[config.mk]
export PLATFORM = sky130hd
export DESIGN_NAME = pll_lock_interrupt_and_mode_ctl
export DESIGN_NICKNAME = d
export VERILOG_FILES = /design/src/hw/pll_ctl_pkg.sv /design/src/hw/loop_if.sv /design/src/hw/lock_sequencer.sv /design/src/hw/pll_lock_interrupt_and_mode_ctl.sv
export VERILOG_INCLUDE_DIRS = /design/src /design/src/hw
export SDC_FILE = /design/constraint.sdc
export NUM_CORES = 1
export LEC_CHECK = 0
export CAP_MARGIN = 15
export CORE_AREA = 2 2 56 58
export CTS_BUF_LIST = sky130_fd_sc_hd__clkbuf_4 sky130_fd_sc_hd__clkbuf_8
export CTS_CLUSTER_DIAMETER = 30
export DETAILED_ROUTE_END_ITERATION = 16
export DIE_AREA = 0 0 58 60
export DONT_BUFFER_PORTS = 1
export HOLD_SLACK_MARGIN = 0.05
export PLACE_DENSITY = 0.86
export RECOVER_POWER = 50
export SLEW_MARGIN = 40
export SYNTH_ARGS = -nofsm -noshare
export SYNTH_HDL_FRONTEND = slang
export SYNTH_SLANG_ARGS = --single-unit
export TNS_END_PERCENT = 1
[constraint.sdc]
create_clock -name clk_i -period 2.1 [get_ports clk_i]
set_input_delay 0.21 -clock clk_i [delete_from_list [all_inputs] [get_ports clk_i]]
set_output_delay 0.21 -clock clk_i [all_outputs]
set_load 0.02 [all_outputs]
[src/hw/pll_ctl_cfg.svh]
`ifndef PLL_CTL_CFG_SVH
`define PLL_CTL_CFG_SVH

// Register byte addresses (word aligned)
`define CTRL_ADDR 4'h0
`define BW_ADDR 4'h4
`define MODE_ADDR 4'h8

// Control register fields
`define CTRL_INT_EN 7
`define CTRL_INT_FLAG 6
`define CTRL_POWER 5
`define CTRL_BCS 4
// Bandwidth register fields
`define BW_AUTO 7
`define BW_LOCK 6
`define BW_ACQ 5
// Mode register fields
`define MODE_BREAK_CLR 0

`define CTRL_LOW_NIBBLE 4'hF
`define RESET_POWER 1'b1

// Acquisition and lock qualification times, in nanoseconds, converted to clock cycles
`define ACQ_TIME_NS 640
`define LOCK_TIME_NS 1280
`define CLK_PERIOD_NS 10
`define ACQ_CYCLES ((`ACQ_TIME_NS + `CLK_PERIOD_NS - 1) / `CLK_PERIOD_NS)
`define LOCK_CYCLES ((`LOCK_TIME_NS + `CLK_PERIOD_NS - 1) / `CLK_PERIOD_NS)

`endif

[src/hw/pll_ctl_pkg.sv]
package pll_ctl_pkg;
  typedef enum logic [1:0] {
    LOOP_OFF = 2'b00,
    LOOP_ACQ = 2'b01,
    LOOP_TRK = 2'b11,
    LOOP_LCK = 2'b10
  } loop_state_type;
endpackage

[src/hw/loop_if.sv]
`timescale 1ns/100ps
interface loop_if;
  logic power;
  logic auto_mode;
  logic stop;
  logic freq_ok;
  logic tracking;
  logic locked;
  modport ctl (output power, output auto_mode, output stop, output freq_ok,
    input tracking, input locked);
  modport seq (input power, input auto_mode, input stop, input freq_ok,
    output tracking, output locked);
endinterface

[src/hw/lock_sequencer.sv]
`timescale 1ns/100ps
`include "pll_ctl_cfg.svh"
module lock_sequencer
  import pll_ctl_pkg::*;
(
  input wire logic clk_i,
  input wire logic rst_b_i,
  input wire logic ce_i,
  loop_if.seq lp
);
  localparam logic [7:0] ACQ_N = 8'(`ACQ_CYCLES);
  localparam logic [7:0] LOCK_N = 8'(`LOCK_CYCLES);
  loop_state_type state_q;
  loop_state_type state_d;
  logic [7:0] cnt_q;
  logic [7:0] cnt_d;
  wire run = lp.power && lp.auto_mode && !lp.stop;
  wire ok = lp.freq_ok;

  always_comb begin
    state_d = state_q;
    cnt_d = cnt_q + 8'h01;
    case (state_q)
      LOOP_OFF: begin
        cnt_d = 8'h00;
        if (run) state_d = LOOP_ACQ;
      end
      LOOP_ACQ: begin
        if (!ok) cnt_d = 8'h00;
        else if (cnt_q == ACQ_N - 8'h01) begin
          state_d = LOOP_TRK;
          cnt_d = 8'h00;
        end
      end
      LOOP_TRK: begin
        if (!ok) begin
          state_d = LOOP_ACQ;
          cnt_d = 8'h00;
        end else if (cnt_q == LOCK_N - 8'h01) begin
          state_d = LOOP_LCK;
          cnt_d = 8'h00;
        end
      end
      LOOP_LCK: begin
        cnt_d = 8'h00;
        if (!ok) state_d = LOOP_ACQ;
      end
      default: state_d = LOOP_OFF;
    endcase
    if (!run) begin
      state_d = LOOP_OFF;
      cnt_d = 8'h00;
    end
  end

  always_ff @(posedge clk_i or negedge rst_b_i) begin
    if (!rst_b_i) begin
      state_q <= LOOP_OFF;
      cnt_q <= 8'h00;
    end else if (ce_i) begin
      state_q <= state_d;
      cnt_q <= cnt_d;
    end
  end

  // Tracking sets when acquisition completes; lock when lock time expires
  assign lp.tracking = (state_q == LOOP_TRK) || (state_q == LOOP_LCK);
  assign lp.locked = (state_q == LOOP_LCK);
endmodule

[src/hw/pll_lock_interrupt_and_mode_ctl.sv]
// Operation
// - Auto mode: lock change raises interrupt condition
// - Interrupt reaches CPU only if enabled
// - Flag sets regardless of interrupt enable
// - Manual mode: no interrupts, flag reads zero
// - Base select sources output from VCO/2
// - Base select allowed while unlocked
// - Wait mode leaves block unchanged
// - Stop disables core, core enable and base clock outputs low
// - Break clear enable permits clearing in break
// - Flag cleared in break stays cleared
// - Break clear disabled: flag untouched in break
// - Tracking bit sets when acquisition completes
// - Lock bit sets when lock time expires
// - Control register read clears flag
// - Base select ignored while power off
// - Output is half selected source frequency
// - Lock read-only, set at programmed frequency
`timescale 1ns/100ps
`include "pll_ctl_cfg.svh"
module pll_lock_interrupt_and_mode_ctl
  import pll_ctl_pkg::*;
(
  input wire logic clk_i,
  input wire logic rst_b_i,
  input wire logic ce_i,
  input wire logic wb_cyc_i,
  input wire logic wb_stb_i,
  input wire logic wb_we_i,
  input wire logic [3:0] wb_adr_i,
  input wire logic [3:0] wb_sel_i,
  input wire logic [31:0] wb_dat_i,
  output logic [31:0] wb_dat_o,
  output logic wb_ack_o,
  input wire logic crystal_clock_i,
  input wire logic vco_clock_i,
  input wire logic vco_freq_ok_i,
  input wire logic wait_mode_i,
  input wire logic stop_mode_i,
  input wire logic break_state_i,
  output logic base_clock_out_o,
  output logic pll_irq_o,
  output logic core_enable_o
);
  // ---------------------------------------------------------------
  // Registers
  // ---------------------------------------------------------------
  logic int_en_q;
  logic int_flag_q;
  logic power_q;
  logic bcs_q;
  logic auto_q;
  logic acq_man_q;
  logic break_clr_q;
  logic lock_prev_q;
  logic xdiv_q;
  logic vdiv_q;
  logic xtal_prev_q;
  logic vco_prev_q;
  logic [31:0] rdata_q;
  logic ack_q;
  logic irq_q;
  logic base_q;
  logic core_q;
  loop_if lp ();

  lock_sequencer u_seq (
    .clk_i(clk_i),
    .rst_b_i(rst_b_i),
    .ce_i(ce_i),
    .lp(lp)
  );

  // ---------------------------------------------------------------
  // Bus decode
  // ---------------------------------------------------------------
  wire req = wb_cyc_i && wb_stb_i && !ack_q;
  wire sel0 = wb_sel_i[0];
  wire hit_ctrl = wb_adr_i == `CTRL_ADDR;
  wire hit_bw = wb_adr_i == `BW_ADDR;
  wire hit_mode = wb_adr_i == `MODE_ADDR;
  wire wr_ctrl = req && wb_we_i && sel0 && hit_ctrl;
  wire wr_bw = req && wb_we_i && sel0 && hit_bw;
  wire wr_mode = req && wb_we_i && sel0 && hit_mode;
  // Only a read access to the control register counts as a read; writes do not
  wire rd_ctrl = req && hit_ctrl && !wb_we_i;
  wire lock = lp.locked && auto_q;
  wire tracking = auto_q ? lp.tracking : acq_man_q;
  // Interrupt condition on every lock toggle, auto mode only
  wire lock_evt = auto_q && (lp.locked != lock_prev_q);
  wire clear_ok = !break_state_i || break_clr_q;
  wire flag_clr = rd_ctrl && clear_ok;
  wire flag_vis = int_flag_q && auto_q;
  wire [7:0] ctrl_rd = {int_en_q && auto_q, flag_vis, power_q, bcs_q, `CTRL_LOW_NIBBLE};
  wire [7:0] bw_rd = {auto_q, lock, tracking, 5'h00};
  wire [7:0] mode_rd = {7'h00, break_clr_q};
  wire [7:0] rd_mux = hit_ctrl ? ctrl_rd : hit_bw ? bw_rd : hit_mode ? mode_rd : 8'h00;
  // Power off blocks base select; base select set keeps power on, but one write that sets base select and clears power does both
  wire bcs_wr = wb_dat_i[`CTRL_BCS] && (power_q || bcs_q);
  wire pwr_wr = wb_dat_i[`CTRL_POWER] || bcs_q;

  assign lp.power = power_q;
  assign lp.auto_mode = auto_q;
  assign lp.stop = stop_mode_i;
  assign lp.freq_ok = vco_freq_ok_i;

  // ---------------------------------------------------------------
  // Control state
  // ---------------------------------------------------------------
  // Wait mode is deliberately not an input to any state here
  always_ff @(posedge clk_i or negedge rst_b_i) begin
    if (!rst_b_i) begin
      int_en_q <= 1'b0;
      power_q <= `RESET_POWER;
      bcs_q <= 1'b0;
      auto_q <= 1'b0;
      acq_man_q <= 1'b0;
      break_clr_q <= 1'b0;
    end else if (ce_i) begin
      if (wr_ctrl) begin
        if (auto_q) int_en_q <= wb_dat_i[`CTRL_INT_EN];
        power_q <= pwr_wr;
        bcs_q <= bcs_wr;
      end
      if (wr_bw) begin
        auto_q <= wb_dat_i[`BW_AUTO];
        if (!auto_q) acq_man_q <= wb_dat_i[`BW_ACQ];
      end
      if (wr_mode) break_clr_q <= wb_dat_i[`MODE_BREAK_CLR];
    end
  end

  // Flag: a lock event in the clearing cycle wins over the clear
  always_ff @(posedge clk_i or negedge rst_b_i) begin
    if (!rst_b_i) begin
      int_flag_q <= 1'b0;
      lock_prev_q <= 1'b0;
    end else if (ce_i) begin
      lock_prev_q <= lp.locked;
      if (lock_evt) int_flag_q <= 1'b1;
      else if (flag_clr) int_flag_q <= 1'b0;
    end
  end

  // ---------------------------------------------------------------
  // Bus answer: one wait state, ack for one cycle
  // ---------------------------------------------------------------
  always_ff @(posedge clk_i or negedge rst_b_i) begin
    if (!rst_b_i) begin
      ack_q <= 1'b0;
      rdata_q <= 32'h00000000;
    end else if (ce_i) begin
      ack_q <= req;
      if (req) rdata_q <= {24'h000000, rd_mux};
    end
  end

  // ---------------------------------------------------------------
  // Base clock: sources sampled as data, so each divides by two at
  // most at half the bus rate; a real part uses a glitch-free mux
  // ---------------------------------------------------------------
  always_ff @(posedge clk_i or negedge rst_b_i) begin
    if (!rst_b_i) begin
      xtal_prev_q <= 1'b0;
      vco_prev_q <= 1'b0;
      xdiv_q <= 1'b0;
      vdiv_q <= 1'b0;
      base_q <= 1'b0;
      core_q <= 1'b0;
      irq_q <= 1'b0;
    end else if (ce_i) begin
      xtal_prev_q <= crystal_clock_i;
      vco_prev_q <= vco_clock_i;
      if (crystal_clock_i && !xtal_prev_q) xdiv_q <= !xdiv_q;
      if (vco_clock_i && !vco_prev_q) vdiv_q <= !vdiv_q;
      base_q <= !stop_mode_i && (bcs_q ? vdiv_q : xdiv_q);
      core_q <= power_q && !stop_mode_i;
      // A lock event in the clearing cycle keeps the flag, so irq must stay up too
      irq_q <= flag_vis && int_en_q && auto_q && !(flag_clr && !lock_evt);
    end
  end

  assign wb_dat_o = rdata_q;
  assign wb_ack_o = ack_q;
  assign base_clock_out_o = base_q;
  assign pll_irq_o = irq_q;
  assign core_enable_o = core_q;
endmodule

# Word level (Yosys, flattened, before mapping)
# Cells that the tools add are included.
[word_totals]
ff_bits = 34
in_bits = 52
[classes]
n_reduce_logical = 53
mux = 20
add_sub_neg = 1
eq_ne = 12
n_bitwise = 1
[ops]
columns = ["op", "n"]
rows = [
  ["$mux W8", 7],
  ["$logic_and A1 B1 Y1", 25],
  ["$pmux W8 S3", 1],
  ["$reduce_and A2 Y1", 7],
  ["$mux W2", 6],
  ["$logic_not A1 Y1", 10],
  ["$ne A3 B3 Y1 const B", 3],
  ["$add A8 B1 Y8 const B", 1],
  ["$eq A8 B6 Y1 const B", 1],
  ["$eq A8 B7 Y1 const B", 1],
  ["$pmux W2 S4", 1],
  ["$reduce_and A3 Y1", 2],
  ["$mux W1", 5],
  ["$reduce_and A5 Y1", 1],
  ["$eq A2 B2 Y1 const B", 2],
  ["$eq A4 B3 Y1 const B", 1],
  ["$eq A4 B4 Y1 const B", 1],
  ["$logic_not A4 Y1", 1],
  ["$logic_or A1 B1 Y1", 4],
  ["$ne A4 B4 Y1 const B", 1],
  ["$eq A2 B1 Y1 const B", 1],
  ["$logic_not A2 Y1", 1],
  ["$reduce_bool A2 Y1", 1],
  ["$reduce_or A2 Y1", 1],
  ["2 further kinds", 2],
]

# Longest topological paths before layout
# Gate-level depths: netlist (run 1).
[logic_depth]
ltp_word = 8
ltp_mapped = 5

# By module
# From an unflattened synthesis (run 1), not the netlist that was laid out.
[hier_totals]
hier_cells = 194
area_unflattened_um2 = 1844.3
[modules_own_cells]
columns = ["module", "n_inst", "area_each_um2", "cells_per_inst", "seq_area_each_um2"]
rows = [
  ["pll_lock_interrupt_and_mode_ctl", 1, 1227.4, 124, 551.8],
  ["lock_sequencer", 1, 616.8, 70, 250.2],
]

# Worst setup path after synthesis (run 1)
# No wires, ideal clock.
[synth_timing]
kind = "reg2reg"
start = "reg ack_q, in the netlist wb_ack_o"
end = "reg int_en_q"
arrival_time_ns = 1.422
setup_ns = 0.125
path_slack_ns = 0.553
path_stages_with_launch = 5
t_required_ns = 1.975
period_less_slack_ns = 1.547
path_cell_list = "dfrtp_1 -> nand4b_1 -> nor3_4 -> nand2_1 -> mux2_4"
[synth_between]
elab_chain_cells = 6
[synth_lines]
columns = ["item", "line", "text"]
rows = [
  ["start, declared", "pll_lock_interrupt_and_mode_ctl.sv:61", "logic ack_q;"],
  ["start signal, assigned", "pll_lock_interrupt_and_mode_ctl.sv:153", "ack_q <= req;"],
  ["$logic_not A1 Y1", "pll_lock_interrupt_and_mode_ctl.sv:77", "wire req = wb_cyc_i && wb_stb_i && !ack_q;"],
  ["$logic_and A1 B1 Y1", "pll_lock_interrupt_and_mode_ctl.sv:77", ""],
  ["$logic_and A1 B1 Y1 (3 in series)", "pll_lock_interrupt_and_mode_ctl.sv:82", "wire wr_ctrl = req && wb_we_i && sel0 && hit_ctrl;"],
  ["$reduce_and A3 Y1 (no line)", "n/a", ""],
  ["end signal, assigned", "pll_lock_interrupt_and_mode_ctl.sv:121", "if (auto_q) int_en_q <= wb_dat_i[`CTRL_INT_EN];"],
  ["end, declared", "pll_lock_interrupt_and_mode_ctl.sv:48", "logic int_en_q;"],
]
# Every way passes these cells.
# A chain may end at the register's enable or synchronous reset.

# Final worst setup path (run 1)
[layout_timing]
start = "reg u_seq.state_q[1]"
end = "reg irq_q, in the netlist pll_irq_o"
[layout_between]
elab_chain_cells = 7
[layout_lines]
columns = ["item", "line", "text"]
rows = [
  ["start, declared", "lock_sequencer.sv:13", "loop_state_type state_q;"],
  ["start signal, assigned", "lock_sequencer.sv:61", "state_q <= state_d;"],
  ["$eq A2 B2 Y1", "lock_sequencer.sv:68", "assign lp.locked = (state_q == LOOP_LCK);"],
  ["$ne A1 B1 Y1", "pll_lock_interrupt_and_mode_ctl.sv:90", "wire lock_evt = auto_q && (lp.locked != lock_prev_q);"],
  ["$logic_and A1 B1 Y1", "pll_lock_interrupt_and_mode_ctl.sv:90", ""],
  ["$logic_not A1 Y1", "pll_lock_interrupt_and_mode_ctl.sv:179", "irq_q <= flag_vis && int_en_q && auto_q && !(flag_clr && !lock_evt);"],
  ["$logic_and A1 B1 Y1", "pll_lock_interrupt_and_mode_ctl.sv:179", ""],
  ["$logic_not A1 Y1", "pll_lock_interrupt_and_mode_ctl.sv:179", ""],
  ["$logic_and A1 B1 Y1", "pll_lock_interrupt_and_mode_ctl.sv:179", ""],
  ["end signal, assigned", "pll_lock_interrupt_and_mode_ctl.sv:179", ""],
  ["end, declared", "pll_lock_interrupt_and_mode_ctl.sv:62", "logic irq_q;"],
]
# Every way passes these cells.

==> impl_metrics.yaml, run 1 <==
yosys:
  synth_top_cells_by_area: "sky130_fd_sc_hd__dfrtp_1 43%, sky130_fd_sc_hd__buf_4 11%, sky130_fd_sc_hd__nand2_1 4.6%, sky130_fd_sc_hd__o21ai_0 4.5%, sky130_fd_sc_hd__mux2_2 3.8%"
  synth_most_common_cell: "sky130_fd_sc_hd__dfrtp_1"
  post_synthesis_register_bit_count: 32
  synth.yosys.warnings: 0
  syn_area_per_cell_um2: 9.34
  netlist_instances: 192
  yosys.area.top_type: "sky130_fd_sc_hd__dfrtp_1"
  post_synth_num_cell_types: 45
  post-synth-top-area-fraction: 0.433
  ys_async_sr_fraction: 1.00
  ys.flop_type: "sky130_fd_sc_hd__dfrtp_1"
  post_synth_most_frequent_cells: "31 x sky130_fd_sc_hd__dfrtp_1, 26 x sky130_fd_sc_hd__buf_4, 22 x sky130_fd_sc_hd__nand2_1, 16 x sky130_fd_sc_hd__o21ai_0, 13 x sky130_fd_sc_hd__inv_1"
  synth_enable_flop_cells: 0
  mappedNetlistArea_mm2: 0.00179
  register_area_share_after_synthesis: 0.447
outcome:
  status: "complete, no violations"
cells_and_area:
  number_of_flip_flops_in_the_largest_register: 8
  layout-drive-gt1-share: 0.108
  num_antenna_cells: 0
  fin_util: 0.646
  areaGrowthSynthToFinish_pct: 4.54
  fin_nets: 255
  registers.top_by_ff_count: "u_seq.cnt_q"
grt:
  global_route.usage.met1: 0.271
  first_global_vias: 1214
  grt_max_degree: 33
  grtUsageTotal: 0.217
  gr-max-usage-layer: "met2"
  use_met2: 0.347
  grt_pass1_wl_mm: 5.53
  overflow: 0
  antenna_found_initial: 0
  globalRouteMet3Util: 0.0606
clocking:
  ctsResizeCount: 0
  clock_path_buffers: 2
  cts_root_buf: "sky130_fd_sc_hd__clkbuf_4"
  cts_max_level: 2
  cts_inserted_buffers: 5
  cts.sinks: 32
  cts_tree: "done"
  post_cts_buffers: 0
  worst_skew_pair_later_pin_latency_ns: 0.33
  clkTransAtPathRegs_ns: 0.10
critical_path:
  setup.worst_path.end_class: "flop"
  setup_crit_start_kind: "flop"
  timing.critical_path.slowest_cell_delay_ns: 0.68
  critPathSlowestCell: "sky130_fd_sc_hd__a2111oi_0"
  critPathArrivalTime_ns: 2.01
  required_time_of_the_worst_setup_path_ns: 2.29
  path_cells: "nor2b_1 -> xor2_1 -> a2111oi_0 -> o22ai_1"
  critical_path_peak_fanout: 6
  critPathKind: "flop to flop"
floorplan:
  initial_utilization: 0.618
  rows: 20
  coreArea_mm2: 0.00290
  boundaryPins: 88
  floorplan.die_area_mm2: 0.00348
  floorplan.die.height_um: 60
  floorplan_die_width_um: 58
run:
  max_cap_violations: 0
sta:
  transition_time_at_the_pin_with_the_least_slew_margin_ns: 1.40
  finalCriticalPeriod_ns: 1.82
  fin_crit_sh: 0.868
  setup-tns-final_ns: 0
  relSlewSlack: 0.0639
  finalHoldViolations: 0
  timing.fmax_mhz: 548
  grt_setup_unrepaired: "false"
  clock_skew_ns: 0.00649
  final-setup-viol-count: 0
  whs_ns: 0.0638
  final_max_slew_viol_count: 0
  setup_slack_ns: 0.277
power:
  power_density_mw_per_mm2: 634
  power.ir.vdd_worst_mv: 0.633
  power.leakage_uw: 0.000857
drt:
  drc: 0
  detail-route-antenna-nets: 0
  routed_via_density: 5.69
  postRouteWirelength_mm: 3.53
  drt-initial-drc-count: 47
  drtPass1Iterations: 4
  dr_wl_cell_um: 14.9
  vias: 1343
worst_hold_path:
  type_of_the_tightest_min_delay_check: "input pin to flop"
place:
  post_place_worst_slack_ns: 0.259
  placer_congestion: 0.827
  dp_hpwl_mm: 2.44
  port-buffer-count: 0
-- layer usage --
layer	wire length, um	vias up
met5	0	-
met4	63	0
met3	197	7
met2	1790	54
met1	1470	649
li1	-	633
-- critical path, delay by kind of cell, from the launching register on --
family / cells / cell delay, ns
flip-flops: 1 / 0.45
AO/OA/AOI/OAI: 2 / 0.85
XOR/XNOR: 1 / 0.12
AND/OR/NAND/NOR: 1 / 0.26
-- worst paths after layout --
check                                 start        endpoint  slack (ns)  cells after the start
setup / recovery           u_seq.state_q[1]       pll_irq_o        0.28                      4
setup reg to reg           u_seq.state_q[1]       pll_irq_o        0.28                      4
hold / removal                  stop_mode_i   core_enable_o        0.06                      2
max in group asynchronous           rst_b_i  u_seq.cnt_q[2]        0.44                      2
min in group asynchronous           rst_b_i      int_flag_q        0.84                      2
hold reg to reg                      vdiv_q          vdiv_q        0.48                      1
-- cells by family after synthesis --
group                      Yosys count  synth area share
other                                1           0.00209
xor gates and xnor gates             5            0.0244
DFF                                 32             0.447
adders and majority gates            1           0.00698
AOI/OAI and AO/OA                   37             0.127
muxes                               10            0.0628
buffers and inverters               45             0.150
and+or+nand+nor                     61             0.179
-- cells in the final DEF, fill, tap and decap left out, types with 3 or more instances in the layout --
master                          count
sky130_fd_sc_hd__nand3_1            7
sky130_fd_sc_hd__mux2_2             6
sky130_fd_sc_hd__clkbuf_4           5
sky130_fd_sc_hd__inv_1             13
sky130_fd_sc_hd__dlygate4sd3_1      9
sky130_fd_sc_hd__mux2i_1            3
sky130_fd_sc_hd__a21oi_1            6
sky130_fd_sc_hd__nand2_1           22
sky130_fd_sc_hd__o21ai_0           16
sky130_fd_sc_hd__conb_1            24
sky130_fd_sc_hd__dfrtp_1           31
sky130_fd_sc_hd__nor2_1            11
sky130_fd_sc_hd__nand3b_1           3
sky130_fd_sc_hd__xor2_1             3
-- layout make-up --
cell class	instances	area [um^2]
clock buffers	5	37.5
clock inverters	3	18.8
fillers	234	1030
inverters	13	48.8
multi-input cells	138	808
flip-flops and latches	32	802
well taps	33	41.3
repair buffers	12	118
-- power breakdown --
part	switching (uW)	leakage, uW	internal [uW]
clock network	211	0.0000349	128
registers	50.8	0.000431	657
logic	91.2	0.000391	50.2
total	353	0.000857	835
-- metrics by stage --
stage          instances  area (um^2)  power (uW)
2_1_floorplan        215         1880         849
3_3_place_gp         218         1720         817
4_1_cts              236         1880        1210
3_5_place_dp         218         1720         827
6_report             236         1870        1190
5_1_grt              236         1870        1250
-- what timing repair did --
| item | 4_1_cts | 5_1_grt |
|---|---|---|
| hold buffers | 10 | 0 |
| setup endpoints to repair | 0 | 0 |
| endpoints found under the hold margin | 53 | 0 |
Power figures use the tool's default switching activity.
==> inputs of run 2 (changes only) <==
--- a/config.mk
+++ b/config.mk
@@ -7,14 +7,14 @@
 export NUM_CORES = 1
 export LEC_CHECK = 0
 export CAP_MARGIN = 15
-export CORE_AREA = 2 2 56 58
+export CORE_AREA = 2 2 41 80
 export CTS_BUF_LIST = sky130_fd_sc_hd__clkbuf_4 sky130_fd_sc_hd__clkbuf_8
 export CTS_CLUSTER_DIAMETER = 30
 export DETAILED_ROUTE_END_ITERATION = 16
-export DIE_AREA = 0 0 58 60
+export DIE_AREA = 0 0 43 82
 export DONT_BUFFER_PORTS = 1
 export HOLD_SLACK_MARGIN = 0.05
-export PLACE_DENSITY = 0.86
+export PLACE_DENSITY = 0.84
 export RECOVER_POWER = 50
 export SLEW_MARGIN = 40
 export SYNTH_ARGS = -nofsm -noshare
==> constraint.sdc (replaced) <==
create_clock -name clk_i -period 2.1 [get_ports clk_i]
set_input_delay 0.42 -clock clk_i [delete_from_list [all_inputs] [get_ports clk_i]]
set_output_delay 0.42 -clock clk_i [all_outputs]
set_load 0.02 [all_outputs]
==> run 2 against run 1 <==
Compared with the run above: critical path depth stayed put; combinational power down 14%; non-clock buffer count is 7 lower; design area shrank 2.7%; sequential power about the same; critical path type unchanged; critical endpoint is now u_seq.cnt_q[3].
==> impl_metrics.yaml, run 2 (synthesis gave the netlist of run 1 again) <==
floorplan:
  initial_utilization: 0.609
  boundaryPins: 88
  floorplan.die_area_mm2: 0.00353
  rows: 28
  floorplan.die.height_um: 82
  coreArea_mm2: 0.00294
  floorplan_die_width_um: 43
grt:
  first_global_vias: 1319
  grt_pass1_wl_mm: 5.73
  antenna_found_initial: 0
  grtUsageTotal: 0.226
  overflow: 0
  grt_max_degree: 33
clocking:
  cts_root_buf: "sky130_fd_sc_hd__clkbuf_8"
  clkTransAtPathRegs_ns: 0.07
  cts_inserted_buffers: 5
  cts_tree: "done"
  post_cts_hold_buffer_count: 2
  cts.sinks: 32
  ctsResizeCount: 0
  clock_path_buffers: 2
  cts_max_level: 2
  worst_skew_pair_later_pin_latency_ns: 0.28
  post_cts_buffers: 0
drt:
  drtPass1Iterations: 4
  drc: 0
  vias: 1297
  dr_wl_cell_um: 16.0
  drt-initial-drc-count: 38
  routed_via_density: 5.74
  detail-route-antenna-nets: 0
  postRouteWirelength_mm: 3.63
cells_and_area:
  fin_util: 0.619
  layout-drive-gt1-share: 0.117
  number_of_flip_flops_in_the_largest_register: 8
  most_frequent_standard_cell_in_the_layout_excluding_fill_and_tap_cells: "sky130_fd_sc_hd__dfrtp_1"
  most_frequent_cells_in_the_layout: "31 x sky130_fd_sc_hd__dfrtp_1, 24 x sky130_fd_sc_hd__conb_1, 22 x sky130_fd_sc_hd__nand2_1"
  final_area_mm2: 0.00182
  areaGrowthSynthToFinish_pct: 1.67
  registers.top_by_ff_count: "u_seq.cnt_q"
  fin_nets: 248
  num_antenna_cells: 0
  final-instance-count-excl-fill: 226
sta:
  finalHoldViolations: 0
  final_max_slew_viol_count: 0
  setup_slack_ns: 0.303
  fin_crit_sh: 0.856
  timing.fmax_mhz: 556
  final-setup-viol-count: 0
  clock_skew_ns: 0.00858
  relSlewSlack: 0.483
  transition_time_at_the_pin_with_the_least_slew_margin_ns: 0.775
  finalCriticalPeriod_ns: 1.80
  setup-tns-final_ns: 0
  grt_setup_unrepaired: "false"
critical_path:
  setup_crit_start_kind: "flop"
  required_time_of_the_worst_setup_path_ns: 2.29
  critPathKind: "flop to flop"
  critPathArrivalTime_ns: 1.99
  critical_path_peak_fanout: 7
  setup.worst_path.end_class: "flop"
power:
  power.leakage_uw: 0.000834
  power_density_mw_per_mm2: 709
  power.ir.vdd_worst_mv: 0.518
worst_hold_path:
  type_of_the_tightest_min_delay_check: "input pin to flop"
run:
  max_cap_violations: 0
place:
  placement_cell_area_mm2: 0.00172
  post_place_worst_slack_ns: 0.287
  placer_congestion: 0.927
  port-buffer-count: 0
  dp_hpwl_mm: 2.78
  numPlacedInstances: 216
outcome:
  status: "complete, no violations"
==> run 2: worst paths after layout <==
kind / slack (ns) / start / to / cells past startpoint
max in group asynchronous: 0.85 / rst_b_i / u_seq.cnt_q[4] / 2
worst max-delay path: 0.30 / lp.power / u_seq.cnt_q[3] / 4
worst max register to register: 0.30 / lp.power / u_seq.cnt_q[3] / 4
min in group asynchronous: 0.75 / rst_b_i / int_en_q / 2
worst min register to register: 0.47 / vdiv_q / vdiv_q / 1
worst min-delay path: 0.23 / ce_i / int_flag_q / 1
==> run 2: final cells by class <==
class	instances	area (um^2)
clock inverters	1	5.00
well taps	30	37.5
multi-input cells	138	808
inverters	13	48.8
flip-flops and latches	32	802
clock buffers	7	83.8
repair buffers	5	37.5
fillers	262	1120
==> run 2: through the flow <==
step	hold slack, ns	total power [uW]
after detailed placement	0.125	824
after CTS	0.222	1310
final	0.230	1290
after global routing	0.221	1350
after global placement	0.125	818
after floorplan	0.124	849
==> run 2: worst max-delay path, cell delays in order (launching register included) <==
cell                       delay, ns
sky130_fd_sc_hd__dfstp_1        0.61
sky130_fd_sc_hd__nand3b_1       0.21
sky130_fd_sc_hd__nor2_1         0.46
sky130_fd_sc_hd__nand2_1        0.23
sky130_fd_sc_hd__o221ai_1       0.20
==> run 2: report_power, final <==
part / switching, uW / internal (uW)
logic: 81.2 / 40.0
clock network: 208 / 258
registers: 48.5 / 657
==> run 2: per-layer routing <==
metal  GRT usage  wire [um]  up-vias
li1            -          -      622
met1       0.190       1210      620
met2       0.429       2120       43
met3      0.0571        163       12
met4       0.170        131        0
met5           0          0        -
